$ cat config.mk
export PLATFORM = sky130hd
export DESIGN_NAME = stop_halt_recovery_control
export DESIGN_NICKNAME = d
export VERILOG_FILES = /design/src/design/recovery_pkg.sv /design/src/design/pin_sync.sv /design/src/design/stop_halt_recovery_control.sv
export VERILOG_INCLUDE_DIRS = /design/src /design/src/design
export SDC_FILE = /design/constraint.sdc
export NUM_CORES = 1
export LEC_CHECK = 0
export ABC_AREA = 1
export BUFFER_PORTS_ARGS = -buffer_cell sky130_fd_sc_hd__buf_4
export CELL_PAD_IN_SITES_DETAIL_PLACEMENT = 1
export CELL_PAD_IN_SITES_GLOBAL_PLACEMENT = 2
export CORE_ASPECT_RATIO = 0.75
export CORE_MARGIN = 2
export CORE_UTILIZATION = 29
export DETAILED_ROUTE_END_ITERATION = 6
export PLACE_DENSITY_LB_ADDON = 0.1
export SYNTH_ARGS = -nofsm -noshare
export SYNTH_HDL_FRONTEND = slang
export SYNTH_SLANG_ARGS = --single-unit
$ cat constraint.sdc
create_clock -name clock_i -period 3.5 [get_ports clock_i]
set_input_delay 0.35 -clock clock_i [delete_from_list [all_inputs] [get_ports clock_i]]
set_output_delay 0.35 -clock clock_i [all_outputs]
set_load 0.01 [all_outputs]
$ cat src/design/recovery_params.svh
// constants for the stop, halt and recovery control block
`ifndef RECOVERY_PARAMS_SVH
`define RECOVERY_PARAMS_SVH
// ****************************************************************
// timing
// ****************************************************************
`define CLK_PERIOD_NS 50
`define POR_TIME_NS 4000000
`define POR_TIME_MS 4
`define POR_CNT_W 17
`define WDT_CNT_W 14
`define LOCK_LAST 7'h7F
`define PRE_LAST 4'hF
`define RESTART_VEC 16'h000C
// ****************************************************************
// register map, byte offsets within the slave
// ****************************************************************
`define ADDR_SRC 4'h0
`define ADDR_WDM 4'h4
`define ADDR_CMD 4'h8
`define ADDR_CFG 4'hC
`define SRC_RESET 8'h20
`define WDM_RESET 5'h0D
// ****************************************************************
// field positions
// ****************************************************************
`define SRC_WARM 7
`define SRC_LEVEL 6
`define SRC_DELAY 5
`define SRC_SEL_HI 4
`define SRC_SEL_LO 2
`define SRC_DIV1 1
`define SRC_DIV16 0
`define WDM_TIME_HI 1
`define WDM_TIME_LO 0
`define WDM_HALT 2
`define WDM_STOP 3
`define WDM_XTAL 4
`define CMD_HALT 0
`define CMD_STOP 1
`define CMD_WDT 2
`define CFG_ANALOG 0
// ****************************************************************
// wake source codes and watchdog periods
// ****************************************************************
`define SEL_A 3'h2
`define SEL_B 3'h3
`define SEL_C 3'h4
`define SEL_P27 3'h5
`define SEL_NOR4 3'h6
`define SEL_NOR8 3'h7
`define WDT_X0 14'h0200
`define WDT_X1 14'h0400
`define WDT_X2 14'h0800
`define WDT_X3 14'h2000
`define WDT_MS0 10
`define WDT_MS1 20
`define WDT_MS2 40
`define WDT_MS3 160
`endif

$ cat src/design/recovery_pkg.sv
// types shared by the stop, halt and recovery control block
`include "recovery_params.svh"
package recovery_pkg;
  typedef enum logic [2:0] {MODE_POR, MODE_RUN, MODE_HALT, MODE_STOP, MODE_RECOVER} pwr_mode_t;

  typedef struct packed {
    logic power_ok;
    logic rc_osc;
    logic wake_input_a;
    logic wake_input_b;
    logic wake_input_c;
    logic [7:0] port2;
  } pin_in_t;

  typedef struct packed {
    pwr_mode_t mode;
    logic [7:0] stop_recovery_control;
    logic [4:0] watchdog_mode_control;
    logic analog;
    logic wdt_on;
    logic [`WDT_CNT_W-1:0] wdt_cnt;
    logic [`POR_CNT_W-1:0] por_cnt;
    logic [6:0] lock_cnt;
    logic half;
    logic [3:0] pre_cnt;
    logic rc_prev;
    logic bus_wr;
    logic addr_ok;
    logic [3:0] addr;
    logic [31:0] rdata;
    logic rst_out;
    logic sys_en;
    logic tim_en;
  } ctl_state_t;
endpackage

$ cat src/design/pin_sync.sv
// three-stage synchroniser; output follows once stages two and three agree
`timescale 1ns/100ps
module pin_sync #(
  parameter int WIDTH = 13
) (
  input wire logic clock_i,
  input wire logic rst_i,
  input wire logic [WIDTH-1:0] async_i,
  output logic [WIDTH-1:0] sync_o
);
  typedef struct packed {
    logic [WIDTH-1:0] s1;
    logic [WIDTH-1:0] s2;
    logic [WIDTH-1:0] s3;
    logic [WIDTH-1:0] q;
  } sync_state_t;

  sync_state_t r;
  sync_state_t n;
  logic [WIDTH-1:0] agree;

  // per bit, a change counts only when the two late stages agree
  for (genvar i = 0; i < WIDTH; i++)
  begin : g_agree
    assign agree[i] = r.s2[i] == r.s3[i];
  end

  always_comb
  begin
    n = r;
    n.s1 = async_i;
    n.s2 = r.s1;
    n.s3 = r.s2;
    n.q = (r.q & ~agree) | (r.s2 & agree);
  end

  always_ff @(posedge clock_i or posedge rst_i)
  begin
    if (rst_i)
      r <= '0;
    else
      r <= n;
  end

  assign sync_o = r.q;
endmodule

$ cat src/design/stop_halt_recovery_control.sv
// low-power mode, reset delay, clock divider and watchdog control with an AHB-Lite slave
// Function
// - power-ok, delayed recovery or watchdog start delay
// - power-on delay lasts at least 4 ms
// - bit 5 selects delay after stop recovery
// - halt stops cpu clock, timers keep running
// - halt ends on serviced interrupt, power fail or watchdog expiry
// - stop kills both clocks, resets restart 000CH
// - watchdog bits 3,4 keep crystal during stop
// - bit 7 warm flag, set entering stop
// - other bits write-only, read shows flag only
// - bit 6 selects wake level, default low
// - bits 4-2 select the wake source
// - analog port-3 inputs never wake
// - bit 1 selects crystal divide by one, bypassing the divide by two
// - bit 0 divide-by-16, cleared by resets
// - delay timer clocked by rc or crystal
// - watchdog retriggerable one-shot, first instruction enables
// - stop recovery keeps mode registers intact
//
// Design decisions made here: the register offsets and register access over AHB-Lite.
`timescale 1ns/100ps
`include "recovery_params.svh"
module stop_halt_recovery_control #(
  parameter logic [`POR_CNT_W-1:0] POR_CYCLES = `POR_CNT_W'((`POR_TIME_NS + `CLK_PERIOD_NS - 1) / `CLK_PERIOD_NS),
  parameter int RC_KHZ = 32
) (
  input wire logic clock_i,
  input wire logic rst_i,
  input wire logic hsel_i,
  input wire logic [31:0] haddr_i,
  input wire logic [1:0] htrans_i,
  input wire logic hwrite_i,
  input wire logic [2:0] hsize_i,
  input wire logic [31:0] hwdata_i,
  input wire logic hready_i,
  output logic hreadyout_o,
  output logic [31:0] hrdata_o,
  output logic hresp_o,
  input wire recovery_pkg::pin_in_t pins_i,
  input wire logic irq_service_i,
  output logic cpu_clk_en_o,
  output logic timer_clk_en_o,
  output logic xtal_en_o,
  output logic cpu_reset_o,
  output logic [15:0] restart_addr_o,
  output logic halt_o,
  output logic stop_o
);
  // ****************************************************************
  // state and constants
  // ****************************************************************
  localparam recovery_pkg::ctl_state_t ST_RESET = '{
    mode: recovery_pkg::MODE_POR,
    stop_recovery_control: `SRC_RESET,
    watchdog_mode_control: `WDM_RESET,
    rst_out: 1'b1,
    default: '0
  };
  localparam logic [`POR_CNT_W-1:0] POR_RC = `POR_CNT_W'(`POR_TIME_MS * RC_KHZ);

  recovery_pkg::ctl_state_t r;
  recovery_pkg::ctl_state_t n;
  recovery_pkg::pin_in_t sy;
  logic rc_edge;
  logic tick;
  logic acc;
  logic wr_src;
  logic wr_wdm;
  logic wr_cmd;
  logic wr_cfg;
  logic cmd_halt;
  logic cmd_stop;
  logic cmd_wdt;
  logic [2:0] sel;
  logic raw;
  logic wake_hit;
  logic pre;
  logic clk_tick;
  logic wdt_run;
  logic wdt_timeout;
  logic [`WDT_CNT_W-1:0] wdt_limit;
  logic [`POR_CNT_W-1:0] por_target;

  // ****************************************************************
  // pin synchronisers
  // ****************************************************************
  pin_sync #(
    .WIDTH($bits(recovery_pkg::pin_in_t))
  ) u_sync (
    .clock_i(clock_i),
    .rst_i(rst_i),
    .async_i(pins_i),
    .sync_o(sy)
  );

  // ****************************************************************
  // next state
  // ****************************************************************
  always_comb
  begin
    n = r;
    n.rc_prev = sy.rc_osc;
    rc_edge = sy.rc_osc & ~r.rc_prev;
    tick = r.watchdog_mode_control[`WDM_XTAL] | rc_edge;
    por_target = r.watchdog_mode_control[`WDM_XTAL] ? POR_CYCLES : POR_RC;
    case (r.watchdog_mode_control[`WDM_TIME_HI:`WDM_TIME_LO])
      2'h0: wdt_limit = r.watchdog_mode_control[`WDM_XTAL] ? `WDT_X0 : `WDT_CNT_W'(`WDT_MS0 * RC_KHZ);
      2'h1: wdt_limit = r.watchdog_mode_control[`WDM_XTAL] ? `WDT_X1 : `WDT_CNT_W'(`WDT_MS1 * RC_KHZ);
      2'h2: wdt_limit = r.watchdog_mode_control[`WDM_XTAL] ? `WDT_X2 : `WDT_CNT_W'(`WDT_MS2 * RC_KHZ);
      default: wdt_limit = r.watchdog_mode_control[`WDM_XTAL] ? `WDT_X3 : `WDT_CNT_W'(`WDT_MS3 * RC_KHZ);
    endcase

    // bus: zero wait states, read data registered in the address phase
    acc = hsel_i & htrans_i[1] & hready_i;
    n.bus_wr = acc & hwrite_i;
    n.addr_ok = haddr_i[31:4] == 28'h0000000;
    n.addr = haddr_i[3:0];
    n.rdata = '0;
    if (acc && !hwrite_i && n.addr_ok)
    begin
      case (haddr_i[3:0])
        `ADDR_SRC: n.rdata[`SRC_WARM] = r.stop_recovery_control[`SRC_WARM];
        `ADDR_CMD: n.rdata[2:0] = r.mode;
        `ADDR_CFG: n.rdata[`CFG_ANALOG] = r.analog;
        default: n.rdata = '0;
      endcase
    end
    wr_src = r.bus_wr && r.addr_ok && r.addr == `ADDR_SRC;
    wr_wdm = r.bus_wr && r.addr_ok && r.addr == `ADDR_WDM;
    wr_cmd = r.bus_wr && r.addr_ok && r.addr == `ADDR_CMD;
    wr_cfg = r.bus_wr && r.addr_ok && r.addr == `ADDR_CFG;
    cmd_halt = wr_cmd && hwdata_i[`CMD_HALT] && r.mode == recovery_pkg::MODE_RUN;
    cmd_stop = wr_cmd && hwdata_i[`CMD_STOP] && r.mode == recovery_pkg::MODE_RUN && !cmd_halt;
    cmd_wdt = wr_cmd && hwdata_i[`CMD_WDT] && r.mode == recovery_pkg::MODE_RUN;
    if (wr_src)
      n.stop_recovery_control[6:0] = hwdata_i[6:0];
    if (wr_wdm && r.lock_cnt != `LOCK_LAST)
      n.watchdog_mode_control = hwdata_i[4:0];
    if (wr_cfg)
      n.analog = hwdata_i[`CFG_ANALOG];

    // wake source and level, on synchronised pins only
    sel = r.stop_recovery_control[`SRC_SEL_HI:`SRC_SEL_LO];
    case (sel)
      `SEL_A: raw = sy.wake_input_a;
      `SEL_B: raw = sy.wake_input_b;
      `SEL_C: raw = sy.wake_input_c;
      `SEL_P27: raw = sy.port2[7];
      `SEL_NOR4: raw = ~|sy.port2[3:0];
      `SEL_NOR8: raw = ~|sy.port2;
      default: raw = 1'b0;
    endcase
    wake_hit = r.mode == recovery_pkg::MODE_STOP && sel >= `SEL_A &&
               !(r.analog && sel <= `SEL_C) &&
               raw == r.stop_recovery_control[`SRC_LEVEL];

    // clock divider; sys rate limit of the divide-by-one path is the user's concern
    n.half = ~r.half;
    pre = r.stop_recovery_control[`SRC_DIV1] | r.half;
    if (pre)
      n.pre_cnt = r.pre_cnt + 4'h1;
    clk_tick = r.stop_recovery_control[`SRC_DIV16] ? (pre && r.pre_cnt == `PRE_LAST) : pre;

    // watchdog one-shot
    wdt_run = r.wdt_on && (r.mode == recovery_pkg::MODE_RUN ||
              (r.mode == recovery_pkg::MODE_HALT && r.watchdog_mode_control[`WDM_HALT]) ||
              (r.mode == recovery_pkg::MODE_STOP && r.watchdog_mode_control[`WDM_STOP]));
    wdt_timeout = wdt_run && tick && r.wdt_cnt == wdt_limit - `WDT_CNT_W'(1);
    if (cmd_wdt)
    begin
      n.wdt_on = 1'b1;
      n.wdt_cnt = '0;
    end
    else if (wdt_run && tick)
      n.wdt_cnt = r.wdt_cnt + `WDT_CNT_W'(1);

    if (r.mode == recovery_pkg::MODE_RUN && r.lock_cnt != `LOCK_LAST)
      n.lock_cnt = r.lock_cnt + 7'h01;

    // mode sequencing
    n.rst_out = 1'b0;
    case (r.mode)
      recovery_pkg::MODE_POR:
      begin
        n.rst_out = 1'b1;
        if (tick)
          n.por_cnt = r.por_cnt + `POR_CNT_W'(1);
        if (tick && r.por_cnt >= por_target - `POR_CNT_W'(1))
        begin
          n.mode = recovery_pkg::MODE_RUN;
          n.rst_out = 1'b0;
        end
      end
      recovery_pkg::MODE_RUN:
      begin
        if (cmd_halt)
          n.mode = recovery_pkg::MODE_HALT;
        else if (cmd_stop)
        begin
          n.mode = recovery_pkg::MODE_STOP;
          n.stop_recovery_control[`SRC_WARM] = 1'b1;
        end
      end
      recovery_pkg::MODE_HALT:
        if (irq_service_i)
          n.mode = recovery_pkg::MODE_RUN;
      recovery_pkg::MODE_STOP:
      begin
        if (wake_hit)
        begin
          n.stop_recovery_control[`SRC_DIV16] = 1'b0;
          n.lock_cnt = '0;
          n.wdt_on = 1'b0;
          n.wdt_cnt = '0;
          n.rst_out = 1'b1;
          n.por_cnt = '0;
          n.mode = r.stop_recovery_control[`SRC_DELAY] ? recovery_pkg::MODE_POR : recovery_pkg::MODE_RECOVER;
        end
      end
      recovery_pkg::MODE_RECOVER:
        n.mode = recovery_pkg::MODE_RUN;
      default:
        n.mode = recovery_pkg::MODE_POR;
    endcase

    // enables follow the next mode, so no cpu pulse leaks into a first halt or stop cycle
    n.sys_en = clk_tick && n.mode == recovery_pkg::MODE_RUN;
    n.tim_en = clk_tick && (n.mode == recovery_pkg::MODE_RUN || n.mode == recovery_pkg::MODE_HALT);

    // power fail and watchdog expiry restore every register default except rc_prev and half
    if (!sy.power_ok || wdt_timeout)
    begin
      n = ST_RESET;
      n.rc_prev = sy.rc_osc;
      n.half = ~r.half;
    end
  end

  always_ff @(posedge clock_i or posedge rst_i)
  begin
    if (rst_i)
      r <= ST_RESET;
    else
      r <= n;
  end

  // ****************************************************************
  // outputs
  // ****************************************************************
  assign hreadyout_o = 1'b1;
  assign hresp_o = 1'b0;
  assign hrdata_o = r.rdata;
  assign cpu_clk_en_o = r.sys_en;
  assign timer_clk_en_o = r.tim_en;
  assign cpu_reset_o = r.rst_out;
  assign restart_addr_o = `RESTART_VEC;
  assign halt_o = r.mode == recovery_pkg::MODE_HALT;
  assign stop_o = r.mode == recovery_pkg::MODE_STOP;
  // crystal stays up in stop only for a watchdog run from it
  assign xtal_en_o = r.mode != recovery_pkg::MODE_STOP ||
                     (r.watchdog_mode_control[`WDM_STOP] && r.watchdog_mode_control[`WDM_XTAL]);
endmodule

# Yosys cells after proc, flatten, opt, wreduce, memory -nomap -nowiden
# Index checks and enable logic that the tools add are counted.
[totals]
regBits = 155
input_bits = 88
out_inout_bits = 56
elab_cells = 182
[classes]
add_sub_neg = 6
n_lt_le_gt_ge = 3
n_eq_ne = 40
n_mux = 40
n_bitwise = 12
reduce_logical = 57
[ops]
columns = ["operator", "count"]
rows = [
  ["103-bit two-way mux", 1],
  ["14-bit two-way mux", 3],
  ["14-bit one-hot mux with 3 select lines", 1],
  ["39-bit two-way mux", 1],
  ["17-bit two-way mux", 2],
  ["17-bit one-hot mux with 2 select lines", 1],
  ["1-bit logical AND", 30],
  ["28-bit logical NOT", 1],
  ["13-bit bitwise AND", 2],
  ["7-bit two-way mux", 3],
  ["4-bit == test, second input constant", 5],
  ["17-bit by 1-bit adder with 17-bit output, second input constant", 1],
  ["17-bit >= comparator", 1],
  ["17-bit by 1-bit subtractor with 17-bit output, second input constant", 1],
  ["3-bit by 2-bit == test with 1-bit output, second input constant", 5],
  ["3-bit == test, second input constant", 5],
  ["15-bit two-way mux", 1],
  ["3-bit two-way mux", 5],
  ["3-bit one-hot mux with 5 select lines", 1],
  ["14-bit by 1-bit adder with 14-bit output, second input constant", 1],
  ["1-bit == test", 14],
  ["14-bit == test", 1],
  ["14-bit by 1-bit subtractor with 14-bit output, second input constant", 1],
  ["13-bit NOT", 1],
  ["37 further kinds", 70],
]

# Depth between registers and ports, before layout
# Gate-level depths: netlist (run 1).
[depth]
word_depth = 13
depth_mapped = 16
ltp_nobuf = 15

# Cells and area by module
# A second synthesis (run 1) with hierarchy kept.
[unflattened]
cells_unflattened = 783
hier_area_um2 = 6602.6
[by_module_without_submodules]
columns = ["mod", "instances", "cells_per_inst", "area_each_um2", "seq_area_each_um2"]
rows = [
  ["stop_halt_recovery_control", 1, 665, 4988.5, 1883.1],
  ["pin_sync", 1, 118, 1614.0, 1301.2],
]

# Least setup slack after synthesis (run 1)
# Ideal clock, no wire load.
[synth_timing]
kind = "register to register"
startpoint = "register r[102] in the netlist's numbering"
endpoint = "register r[60] in the netlist's numbering"
setup_time_ns = 0.117
arrival_ns = 1.726
t_required_ns = 3.383
slack_ns = 1.657
path_stages_with_launch = 14
path_buffers = 1
synth_period_minus_slack_ns = 1.843
cell_sequence = "dfrtp_1 > nor3_4 > nand2_1 > nand2_1 > nand2_2 > nor2_1 > nand3_1 > nand2_2 > inv_2 > nand2_4 > inv_2 > buf_6 > nand2_1 > nand2_1"
[synth_via]
elab_chain_cells = 10
word_cells_on_any_way = 21
classes_between = "eq/ne (5); mux (2); reduce/logical (14)"
[synth_rtl]
columns = ["element", "line", "text"]
rows = [
  ["start: declaration", "stop_halt_recovery_control.sv:62", "recovery_pkg::ctl_state_t r;"],
  ["start signal: assignment", "stop_halt_recovery_control.sv:245", "r <= n;"],
  ["3-bit by 2-bit == test with 1-bit output *", "n/a", ""],
  ["via halt_o", "stop_halt_recovery_control.sv:47", "output logic halt_o,"],
  ["1-bit logical AND *", "stop_halt_recovery_control.sv:167", "(r.mode == recovery_pkg::MODE_HALT && r.watchdog_mode_control[`WDM_HALT]) ||"],
  ["1-bit logical OR * (2 in a row)", "stop_halt_recovery_control.sv:166", "wdt_run = r.wdt_on && (r.mode == recovery_pkg::MODE_RUN ||"],
  ["1-bit logical AND *", "stop_halt_recovery_control.sv:166", ""],
  ["1-bit logical AND * (2 in a row)", "stop_halt_recovery_control.sv:169", "wdt_timeout = wdt_run && tick && r.wdt_cnt == wdt_limit - `WDT_CNT_W'(1);"],
  ["1-bit logical OR *", "stop_halt_recovery_control.sv:232", "if (!sy.power_ok || wdt_timeout)"],
  ["3-bit != test (no line) (tied with other cells)", "n/a", ""],
  ["3-bit AND reduction (no line)", "n/a", ""],
]
# The timed path passes the listed nets; every way through them passes the cells marked *.
# A chain may end at the register's enable or synchronous reset.

# Worst setup path after layout (run 1)
[layout_timing]
startpoint = "register r[100] in the netlist's numbering"
endpoint = "register r[64] in the netlist's numbering"
[layout_via]
elab_chain_cells = 10
word_cells_on_any_way = 21
classes_between = "eq/ne (5); mux (2); reduce/logical (14)"
[layout_rtl]
columns = ["element", "line"]
rows = [
  ["3-bit by 2-bit == test with 1-bit output", "stop_halt_recovery_control.sv:167"],
  ["1-bit logical AND", "stop_halt_recovery_control.sv:167"],
  ["1-bit logical OR (2 in a row)", "stop_halt_recovery_control.sv:166"],
  ["1-bit logical AND", "stop_halt_recovery_control.sv:166"],
  ["1-bit logical AND (2 in a row)", "stop_halt_recovery_control.sv:169"],
  ["1-bit logical OR", "stop_halt_recovery_control.sv:232"],
  ["3-bit != test (no line) (tied with other cells)", "n/a"],
  ["3-bit AND reduction (no line)", "n/a"],
]
# Parallel ways exist; a longest one is shown, timed or not.

==> impl_metrics.prom, run 1 <==
# TYPE chip_impl_metric gauge
chip_impl_info{name="run_status",value="completed"} 1
chip_impl_metric{name="routed_wire_length_per_instance",unit="um"} 13.58
chip_impl_info{name="worst_path_max_delay_cell",value="sky130_fd_sc_hd__nor2_2"} 1
chip_impl_metric{name="leakagePower",unit="nW"} 3.598
chip_impl_info{name="path_delay_family",value="simple AND/OR/NAND/NOR gates"} 1
chip_impl_metric{name="synth_warnings",unit=""} 0
chip_impl_metric{name="synthesis.area",unit="mm2"} 0.006127
chip_impl_metric{name="detail_route.iter0.violations",unit=""} 124
chip_impl_metric{name="num_io_pins",unit=""} 144
chip_impl_metric{name="p_switching",unit="mW"} 1.001
chip_impl_metric{name="ctsLongestPathBuffers",unit=""} 2
chip_impl_info{name="critical_path.cell_chain",value="inv_2 -> nor2_4 -> o21ai_1 -> nand2_1 -> nand2_2 -> nor2_1 -> nand3_1 -> nand2_2 -> buf_4 -> nor2_2 -> nand3_1 -> o21ai_0"} 1
chip_impl_metric{name="gates_resized_cts_repair",unit=""} 0
chip_impl_metric{name="crit_path_max_incr_delay",unit="ns"} 0.56
chip_impl_metric{name="start_util",unit="%"} 29.25
chip_impl_metric{name="grt_pass1_wl",unit="mm"} 24.67
chip_impl_metric{name="htree_num_levels",unit=""} 4
chip_impl_metric{name="dieArea",unit="mm2"} 0.02232
chip_impl_metric{name="critical_path_buf_inv_count",unit=""} 2
chip_impl_info{name="hold_path_startpoint",value="pins_i[8]"} 1
chip_impl_metric{name="syn-instance-count",unit=""} 695
chip_impl_metric{name="report.final.slew_viol_count",unit=""} 0
chip_impl_metric{name="number_of_antenna_violations_at_the_first_check_in_global_routing",unit=""} 0
chip_impl_metric{name="nNetsFinal",unit=""} 871
chip_impl_metric{name="postSynthAreaPerCell",unit="um2"} 8.816
chip_impl_metric{name="fraction_of_the_yosys_area_taken_by_sequential_cells",unit="%"} 51.97
chip_impl_info{name="endpoint_kind",value="flip-flop"} 1
chip_impl_metric{name="drive_above_1_share",unit="%"} 16.75
chip_impl_metric{name="worst_setup_hold_path_clk_slew",unit="ns"} 0.07
chip_impl_metric{name="postSynth.asyncResetShare",unit="%"} 100.0
chip_impl_metric{name="totalWireLength",unit="mm"} 14.62
chip_impl_info{name="worstSetupPathType",value="flip-flop to flip-flop"} 1
chip_impl_info{name="worst_hold_path_type",value="input pin to flip-flop"} 1
chip_impl_metric{name="final-setup-viol-count",unit=""} 0
chip_impl_metric{name="clock_power_share",unit="%"} 48.8
chip_impl_metric{name="crit_required",unit="ns"} 3.83
chip_impl_metric{name="drt_pass1_iterations",unit=""} 4
chip_impl_metric{name="port_buffers",unit=""} 68
chip_impl_metric{name="detail_route.vias_per_cell",unit=""} 4.233
chip_impl_metric{name="totalPowerFinal",unit="mW"} 3.575
chip_impl_info{name="start_kind",value="flip-flop"} 1
chip_impl_metric{name="clkLatencyLatePin",unit="ns"} 0.42
chip_impl_metric{name="finalWorstPathRequiredPeriod",unit="ns"} 2.396
chip_impl_info{name="synth.area.top_cells",value="sky130_fd_sc_hd__dfrtp_1 (50%), sky130_fd_sc_hd__nand2_1 (8.7%), sky130_fd_sc_hd__nor2_1 (6.5%)"} 1
chip_impl_metric{name="layout_area_overhead",unit="%"} 20.83
chip_impl_metric{name="max_slew_margin",unit="%"} 26.33
chip_impl_metric{name="vias",unit=""} 4555
chip_impl_metric{name="totalNegativeSetupSlack",unit="ns"} 0
chip_impl_metric{name="share_comb_of_total_power",unit="%"} 7.7
chip_impl_metric{name="cp_data_arrival_time",unit="ns"} 2.73
chip_impl_metric{name="number_of_clock_sinks_seen_by_cts",unit=""} 127
chip_impl_metric{name="place_hpwl",unit="mm"} 10.68
chip_impl_info{name="tritoncts_clock_tree",value="built"} 1
chip_impl_metric{name="antenna_violating_nets_left",unit=""} 0
chip_impl_metric{name="reg2reg_setup_slack",unit="ns"} 1.10
chip_impl_metric{name="vdd_drop_max",unit="mV"} 0.3007
chip_impl_metric{name="cts_buffers",unit=""} 17
chip_impl_metric{name="grt_usage",unit="%"} 14.27
chip_impl_info{name="grt_setup_unrepaired",value="no"} 1
chip_impl_info{name="worstSetupStartpoint",value="r[100]$_DFF_PP0_"} 1
chip_impl_info{name="synth_top_area_cell",value="sky130_fd_sc_hd__dfrtp_1"} 1
chip_impl_metric{name="placement_rows",unit=""} 46
chip_impl_metric{name="num_antenna_cells",unit=""} 0
chip_impl_metric{name="achievable-frequency",unit="MHz"} 417.4
chip_impl_metric{name="global_placer_s_final_weighted_congestion",unit=""} 0.7421
chip_impl_metric{name="synth_enable_flop_cells",unit=""} 0
chip_impl_metric{name="max_slew.worst_pin.slew",unit="ns"} 1.105
chip_impl_metric{name="post-route-drc-count",unit=""} 0
chip_impl_metric{name="finalClockSkew",unit="ns"} 0.01320
chip_impl_metric{name="p_int",unit="mW"} 2.574
chip_impl_metric{name="fin_crit_sh",unit="%"} 68.45
chip_impl_metric{name="die_h",unit="um"} 129.9
chip_impl_metric{name="cap_viol_max_count",unit=""} 0
chip_impl_metric{name="core-area",unit="mm2"} 0.02095
chip_impl_metric{name="max_fanout_on_critical_path",unit=""} 25
chip_impl_metric{name="post_cts_buffers",unit=""} 0
chip_impl_metric{name="netSwitchingFraction",unit="%"} 28.01
chip_impl_metric{name="pwr-share-seq",unit="%"} 43.5
chip_impl_metric{name="report.final.hold_viol_count",unit=""} 0
chip_impl_metric{name="power-per-cell-area",unit="mW/mm2"} 482.9
chip_impl_metric{name="grt_max_degree",unit=""} 53
chip_impl_metric{name="synth.ff_latch_count",unit=""} 127
chip_impl_info{name="worstReg2RegStart",value="r[100]$_DFF_PP0_"} 1
chip_impl_metric{name="die_width",unit="um"} 171.8
chip_impl_metric{name="globalRouteOverflowTotal",unit=""} 0
chip_impl_metric{name="synth.distinct_cells",unit=""} 42
chip_impl_metric{name="cts_hold_repair.buffers",unit=""} 0
chip_impl_info{name="synth_top_flop_cell",value="sky130_fd_sc_hd__dfrtp_1"} 1
chip_impl_metric{name="vias_in_the_first_global_route",unit=""} 4877
chip_impl_info{name="cts.root.buffer_cell",value="sky130_fd_sc_hd__clkbuf_16"} 1
chip_impl_metric{name="post-synth-top-area-fraction",unit="%"} 49.83
-- metal layers --
metal	part of all wire, %	GRT usage (%)	up-vias
met3	3.1	3.367	7
met4	0.66	4.301	0
li1	-	-	2277
met5	0	0	-
met1	49	19.31	2200
met2	47	22.84	71
-- Yosys cell counts (2+ instances only) --
library cell               instances
sky130_fd_sc_hd__nand2_1         142
sky130_fd_sc_hd__dfrtp_1         122
sky130_fd_sc_hd__nor2_1          106
sky130_fd_sc_hd__inv_1            64
sky130_fd_sc_hd__buf_4            50
sky130_fd_sc_hd__nand3_1          45
sky130_fd_sc_hd__xor2_1           26
sky130_fd_sc_hd__o21ai_0          16
sky130_fd_sc_hd__a21oi_1          15
sky130_fd_sc_hd__nand4_1          14
sky130_fd_sc_hd__maj3_1           13
sky130_fd_sc_hd__nor3_1           12
sky130_fd_sc_hd__ha_1              8
sky130_fd_sc_hd__nand3b_1          7
sky130_fd_sc_hd__xnor2_1           6
sky130_fd_sc_hd__buf_2             5
sky130_fd_sc_hd__dfstp_2           5
sky130_fd_sc_hd__inv_2             4
sky130_fd_sc_hd__nor4_1            4
sky130_fd_sc_hd__o211ai_1          4
sky130_fd_sc_hd__nand2_2           3
sky130_fd_sc_hd__conb_1            2
sky130_fd_sc_hd__nand3_2           2
sky130_fd_sc_hd__or2_2             2
-- worst paths after layout --
| kind | endpoint | cells past startpoint |
|---|---|---|
| setup / recovery | r[64]$_DFFE_PP0P_ | 12 |
| hold / removal | u_sync.n[34]$_DFF_PP0_ | 1 |
| setup reg to reg | r[64]$_DFFE_PP0P_ | 12 |
| hold reg to reg | u_sync.n[14]$_DFF_PP0_ | 0 |
| max in group asynchronous | r[75]$_DFF_PP0_ | 3 |
| min in group asynchronous | r[35]$_DFF_PP0_ | 2 |
-- cell families (layout without fill, tap and decap cells) --
logic type                 count (synthesis)  in the layout  share of synthesized area [%]
AOI/OAI and AO/OA                         41             41                          3.798
xor gates and xnor gates                  32             32                          4.574
adders and majority gates                 21             21                          3.757
buffers and inverters                    126            175                          11.03
DFF                                      127            127                          51.97
other                                      2             46                         0.1226
and+or+nand+nor                          346            346                          24.75
-- power groups by stage --
stage               Combinational, mW  Clock [mW]  Sequential [mW]
floorplan                       0.209           0             1.57
global placement                0.279           0             1.58
detailed placement              0.285           0             1.58
CTS                             0.286        1.81             1.55
global route                    0.321        1.89             1.56
finish                          0.277        1.74             1.55
-- cell type report --
type / instances / area (um2)
sequential: 127 / 3184
fill: 2500 / 13550
clock inverter: 15 / 168.9
multi-input combinational: 486 / 2432
tap: 288 / 360.3
inverter: 69 / 264.0
clock buffer: 17 / 425.4
timing repair buffer: 74 / 568.0
-- cell usage in the layout (no fill, tap or decap), drive strengths merged, types with 6 or more instances in the layout --
| cell type | count |
|---|---|
| nand2 | 146 |
| dfrtp | 122 |
| nor2 | 108 |
| inv | 75 |
| buf | 74 |
| nand3 | 47 |
| conb | 46 |
| xor2 | 26 |
| o21ai | 18 |
| clkbuf | 17 |
| a21oi | 16 |
| nand4 | 14 |
| nor3 | 14 |
| maj3 | 13 |
| ha | 8 |
| nand3b | 7 |
| xnor2 | 6 |
| clkinv | 6 |
-- metrics by stage --
stage	setup WS (ns)	hold slack [ns]	utilization, %	std cells	cell area [um2]
3_5_place_dp	1.056	0.3363	32.50	1044	6809
5_1_grt	0.8216	0.0002923	35.34	1076	7403
2_1_floorplan	1.587	0.3312	-	739	6296
4_1_cts	1.035	0.003112	35.34	1076	7403
6_report	1.104	0.02776	35.34	1076	7403
3_3_place_gp	1.078	0.3317	32.50	1044	6809
Power figures use the tool's default switching activity.
==> run 2: changes to the inputs <==
ABC_AREA = 0   (was 1)
CORE_UTILIZATION = 33   (was 29)
clock period = 2.3 ns   (was 3.5 ns; I/O delays follow)
==> run 2 against run 1 <==
Largest power group unchanged. Synthesized area fell by 4.3%. Register-to-register slack got worse by 1.2 ns. Cell area rose by 2.8%. Via count fell by 4.3%. Critical path type unchanged. The run now ends with setup timing left. Largest cell class unchanged. Hold slack improved by 0.012 ns. Critical endpoint is now r[70]$_DFFE_PP0P_. Utilization rose by 8.1 points.
==> impl_metrics.prom, run 2 <==
# TYPE chip_impl_metric gauge
chip_impl_info{name="most_frequent_standard_cell_in_the_layout_excluding_fill_and_tap_cells",value="sky130_fd_sc_hd__dfrtp_1"} 1
chip_impl_metric{name="worst_setup_hold_path_clk_slew",unit="ns"} 0.06
chip_impl_metric{name="dp_worst_setup_slack",unit="ns"} -0.2700
chip_impl_info{name="synth_top_area_cell",value="sky130_fd_sc_hd__dfrtp_1"} 1
chip_impl_metric{name="netSwitchingFraction",unit="%"} 24.49
chip_impl_metric{name="p_int",unit="mW"} 4.113
chip_impl_metric{name="totalNegativeSetupSlack",unit="ns"} -3.448
chip_impl_metric{name="post-synth-top-area-fraction",unit="%"} 52.09
chip_impl_info{name="yosys.cell_count.top_type",value="sky130_fd_sc_hd__dfrtp_1"} 1
chip_impl_metric{name="achievable-frequency",unit="MHz"} 410.4
chip_impl_info{name="hold_path_startpoint",value="hwdata_i[5]"} 1
chip_impl_metric{name="die_width",unit="um"} 157.9
chip_impl_info{name="worstSetupPathType",value="flip-flop to flip-flop"} 1
chip_impl_metric{name="cap_viol_max_count",unit=""} 0
chip_impl_info{name="tritoncts_clock_tree",value="built"} 1
chip_impl_metric{name="cp_data_arrival_time",unit="ns"} 2.73
chip_impl_metric{name="dpl_cell_area",unit="mm2"} 0.006739
chip_impl_metric{name="max_slew_margin",unit="%"} 63.57
chip_impl_metric{name="report.final.slew_viol_count",unit=""} 0
chip_impl_info{name="worst_hold_path_type",value="input pin to flip-flop"} 1
chip_impl_metric{name="layout_area_overhead",unit="%"} 29.82
chip_impl_metric{name="grt_usage",unit="%"} 16.92
chip_impl_metric{name="n_fill_cell",unit=""} 1977
chip_impl_info{name="grt_setup_unrepaired",value="yes"} 1
chip_impl_info{name="cts.root.buffer_cell",value="sky130_fd_sc_hd__clkbuf_16"} 1
chip_impl_metric{name="share_comb_of_total_power",unit="%"} 7.7
chip_impl_info{name="synth_common_cells",value="sky130_fd_sc_hd__dfrtp_1 (122), sky130_fd_sc_hd__nor2_1 (70), sky130_fd_sc_hd__buf_4 (56), sky130_fd_sc_hd__nand2_1 (27), sky130_fd_sc_hd__inv_1 (25)"} 1
chip_impl_metric{name="fin_crit_sh",unit="%"} 105.9
chip_impl_metric{name="postSynthAreaPerCell",unit="um2"} 10.56
chip_impl_metric{name="antenna_violating_nets_left",unit=""} 0
chip_impl_metric{name="p_switching",unit="mW"} 1.334
chip_impl_info{name="worstSetupStartpoint",value="r[89]$_DFFE_PP1P_"} 1
chip_impl_metric{name="post-route-drc-count",unit=""} 0
chip_impl_metric{name="finalWorstPathRequiredPeriod",unit="ns"} 2.437
chip_impl_metric{name="synthesis.area",unit="mm2"} 0.005861
chip_impl_metric{name="synth.ff_latch_count",unit=""} 127
chip_impl_metric{name="totalWireLength",unit="mm"} 14.71
chip_impl_metric{name="dieArea",unit="mm2"} 0.01885
chip_impl_metric{name="vias_in_the_first_global_route",unit=""} 4708
chip_impl_metric{name="pwr-share-seq",unit="%"} 43.2
chip_impl_metric{name="fraction_of_the_yosys_area_taken_by_sequential_cells",unit="%"} 54.33
chip_impl_metric{name="clock_power_share",unit="%"} 49.1
chip_impl_metric{name="start_util",unit="%"} 33.49
chip_impl_metric{name="worst_slack",unit="ns"} -0.1368
chip_impl_metric{name="vdd_drop_max",unit="mV"} 0.3883
chip_impl_metric{name="core-area",unit="mm2"} 0.01750
chip_impl_metric{name="drive_above_1_share",unit="%"} 25.22
chip_impl_metric{name="htree_num_levels",unit=""} 4
chip_impl_metric{name="synth_enable_flop_cells",unit=""} 0
chip_impl_metric{name="ctsLongestPathBuffers",unit=""} 2
chip_impl_metric{name="postLayoutCoreUtil",unit="%"} 43.48
chip_impl_metric{name="postLayoutCellArea",unit="mm2"} 0.007609
chip_impl_metric{name="grt_max_degree",unit=""} 84
chip_impl_metric{name="place_hpwl",unit="mm"} 10.12
chip_impl_metric{name="finalClockSkew",unit="ns"} 0.007020
chip_impl_info{name="endpoint_kind",value="flip-flop"} 1
chip_impl_info{name="worstReg2RegStart",value="r[89]$_DFFE_PP1P_"} 1
chip_impl_metric{name="crit_required",unit="ns"} 2.60
chip_impl_metric{name="synth_warnings",unit=""} 0
chip_impl_info{name="synth.area.top_cells",value="sky130_fd_sc_hd__dfrtp_1 (52%), sky130_fd_sc_hd__buf_4 (7.2%), sky130_fd_sc_hd__nor2_1 (4.5%)"} 1
chip_impl_metric{name="grt_pass1_wl",unit="mm"} 24.31
chip_impl_metric{name="nNetsFinal",unit=""} 773
chip_impl_info{name="violations",value="setup timing"} 1
chip_impl_metric{name="placement_rows",unit=""} 42
chip_impl_metric{name="postSynth.asyncResetShare",unit="%"} 100.0
chip_impl_metric{name="drt_pass1_iterations",unit=""} 4
chip_impl_metric{name="routed_wire_length_per_instance",unit="um"} 15.78
chip_impl_metric{name="power-per-cell-area",unit="mW/mm2"} 716.0
chip_impl_metric{name="global_placer_s_final_weighted_congestion",unit=""} 0.7778
chip_impl_metric{name="number_of_antenna_violations_at_the_first_check_in_global_routing",unit=""} 0
chip_impl_metric{name="num_io_pins",unit=""} 144
chip_impl_metric{name="max_slew.worst_pin.slew",unit="ns"} 0.5465
chip_impl_info{name="synth_top_flop_cell",value="sky130_fd_sc_hd__dfrtp_1"} 1
chip_impl_info{name="start_kind",value="flip-flop"} 1
chip_impl_metric{name="cts_buffers",unit=""} 17
chip_impl_info{name="layout.cells.most_common_list",value="sky130_fd_sc_hd__dfrtp_1 (120), sky130_fd_sc_hd__buf_4 (102), sky130_fd_sc_hd__nor2_1 (65)"} 1
chip_impl_metric{name="num_antenna_cells",unit=""} 0
chip_impl_metric{name="final-setup-viol-count",unit=""} 49
chip_impl_info{name="run_status",value="finished, violations left"} 1
chip_impl_metric{name="clkLatencyLatePin",unit="ns"} 0.42
chip_impl_metric{name="detail_route.iter0.violations",unit=""} 188
chip_impl_metric{name="max_fanout_on_critical_path",unit=""} 8
chip_impl_metric{name="synth.distinct_cells",unit=""} 56
chip_impl_metric{name="syn-instance-count",unit=""} 555
chip_impl_metric{name="leakagePower",unit="nW"} 3.397
chip_impl_metric{name="number_of_clock_sinks_seen_by_cts",unit=""} 127
chip_impl_metric{name="port_buffers",unit=""} 68
chip_impl_metric{name="detail_route.vias_per_cell",unit=""} 4.678
chip_impl_metric{name="report.final.hold_viol_count",unit=""} 0
chip_impl_metric{name="die_h",unit="um"} 119.4
chip_impl_metric{name="globalRouteOverflowTotal",unit=""} 0
chip_impl_metric{name="vias",unit=""} 4360
-- run 2: power groups by stage --
stage	registers (mW)	clock network, mW	logic [mW]
floorplan	2.38	0	0.255
global placement	2.39	0	0.359
detailed placement	2.39	0	0.367
CTS	2.36	2.76	0.408
global route	2.36	2.86	0.462
finish	2.36	2.68	0.417
-- run 2: critical path, stage by stage, from the launching register on --
cell and delay, ns:
sky130_fd_sc_hd__dfstp_2 0.54, sky130_fd_sc_hd__a21oi_2 0.06, sky130_fd_sc_hd__or4_4 0.54, sky130_fd_sc_hd__or3_4 0.36, sky130_fd_sc_hd__o41ai_4 0.23, sky130_fd_sc_hd__buf_6 0.17, sky130_fd_sc_hd__or3_4 0.17, sky130_fd_sc_hd__clkbuf_16 0.16
sky130_fd_sc_hd__a31oi_1 0.08
-- run 2: stage by stage --
stage                     instances  power [mW]  hold slack, ns
after global placement          881       2.748          0.3341
after floorplan                 599       2.637          0.2614
after CTS                       931       5.525         0.01530
final                           932       5.448         0.03936
after global routing            932       5.685         0.03586
after detailed placement        881       2.761          0.3364
-- run 2: repair_timing --
item                                    4_1_cts  5_1_grt
pin swaps                                     7        7
hold buffers                                 15        0
cloned                                        2        1
resized for setup                            12       14
hold endpoints to repair                     92        0
setup buffers                                 2        0
endpoints found under the setup margin       73       73
-- run 2: area by class of cell --
| cell class | count | area, um2 | share of cell area, % |
|---|---|---|---|
| inverter | 25 | 97.59 | 1.283 |
| multi-input combinational | 382 | 2394 | 31.46 |
| clock inverter | 14 | 156.4 | 2.056 |
| tap | 242 | 302.8 | 3.980 |
| clock buffer | 18 | 429.2 | 5.641 |
| timing repair buffer | 124 | 1042 | 13.70 |
| sequential | 127 | 3187 | 41.88 |
-- run 2: cell families after synthesis --
kind of cell,share of synthesized area [%]
and+or+nand+nor,17.04
DFF,54.33
buffers and inverters,9.692
AOI/OAI and AO/OA,8.113
xor gates and xnor gates,4.185
adders and majority gates,3.928
muxes,2.583
other,0.1281
-- run 2: worst paths after layout --
| kind | to | slack, ns | cells past startpoint |
|---|---|---|---|
| worst max-delay path | r[70]$_DFFE_PP0P_ | -0.14 | 8 |
| worst min-delay path | r[97]$_DFFE_PP1P_ | 0.04 | 2 |
| worst max register to register | r[70]$_DFFE_PP0P_ | -0.14 | 8 |
| worst min register to register | u_sync.n[18]$_DFF_PP0_ | 0.35 | 0 |
| max in group asynchronous | u_sync.n[20]$_DFF_PP0_ | 1.34 | 4 |
| min in group asynchronous | hrdata_o[2]$_DFF_PP0_ | 0.53 | 4 |
-- run 2: per-layer routing --
layer	track usage [%]	up-vias	wire [um]
met4	4.659	0	159
li1	-	2080	-
met3	4.367	13	641
met1	24.00	2162	7307
met5	0	-	0
met2	25.60	105	6600
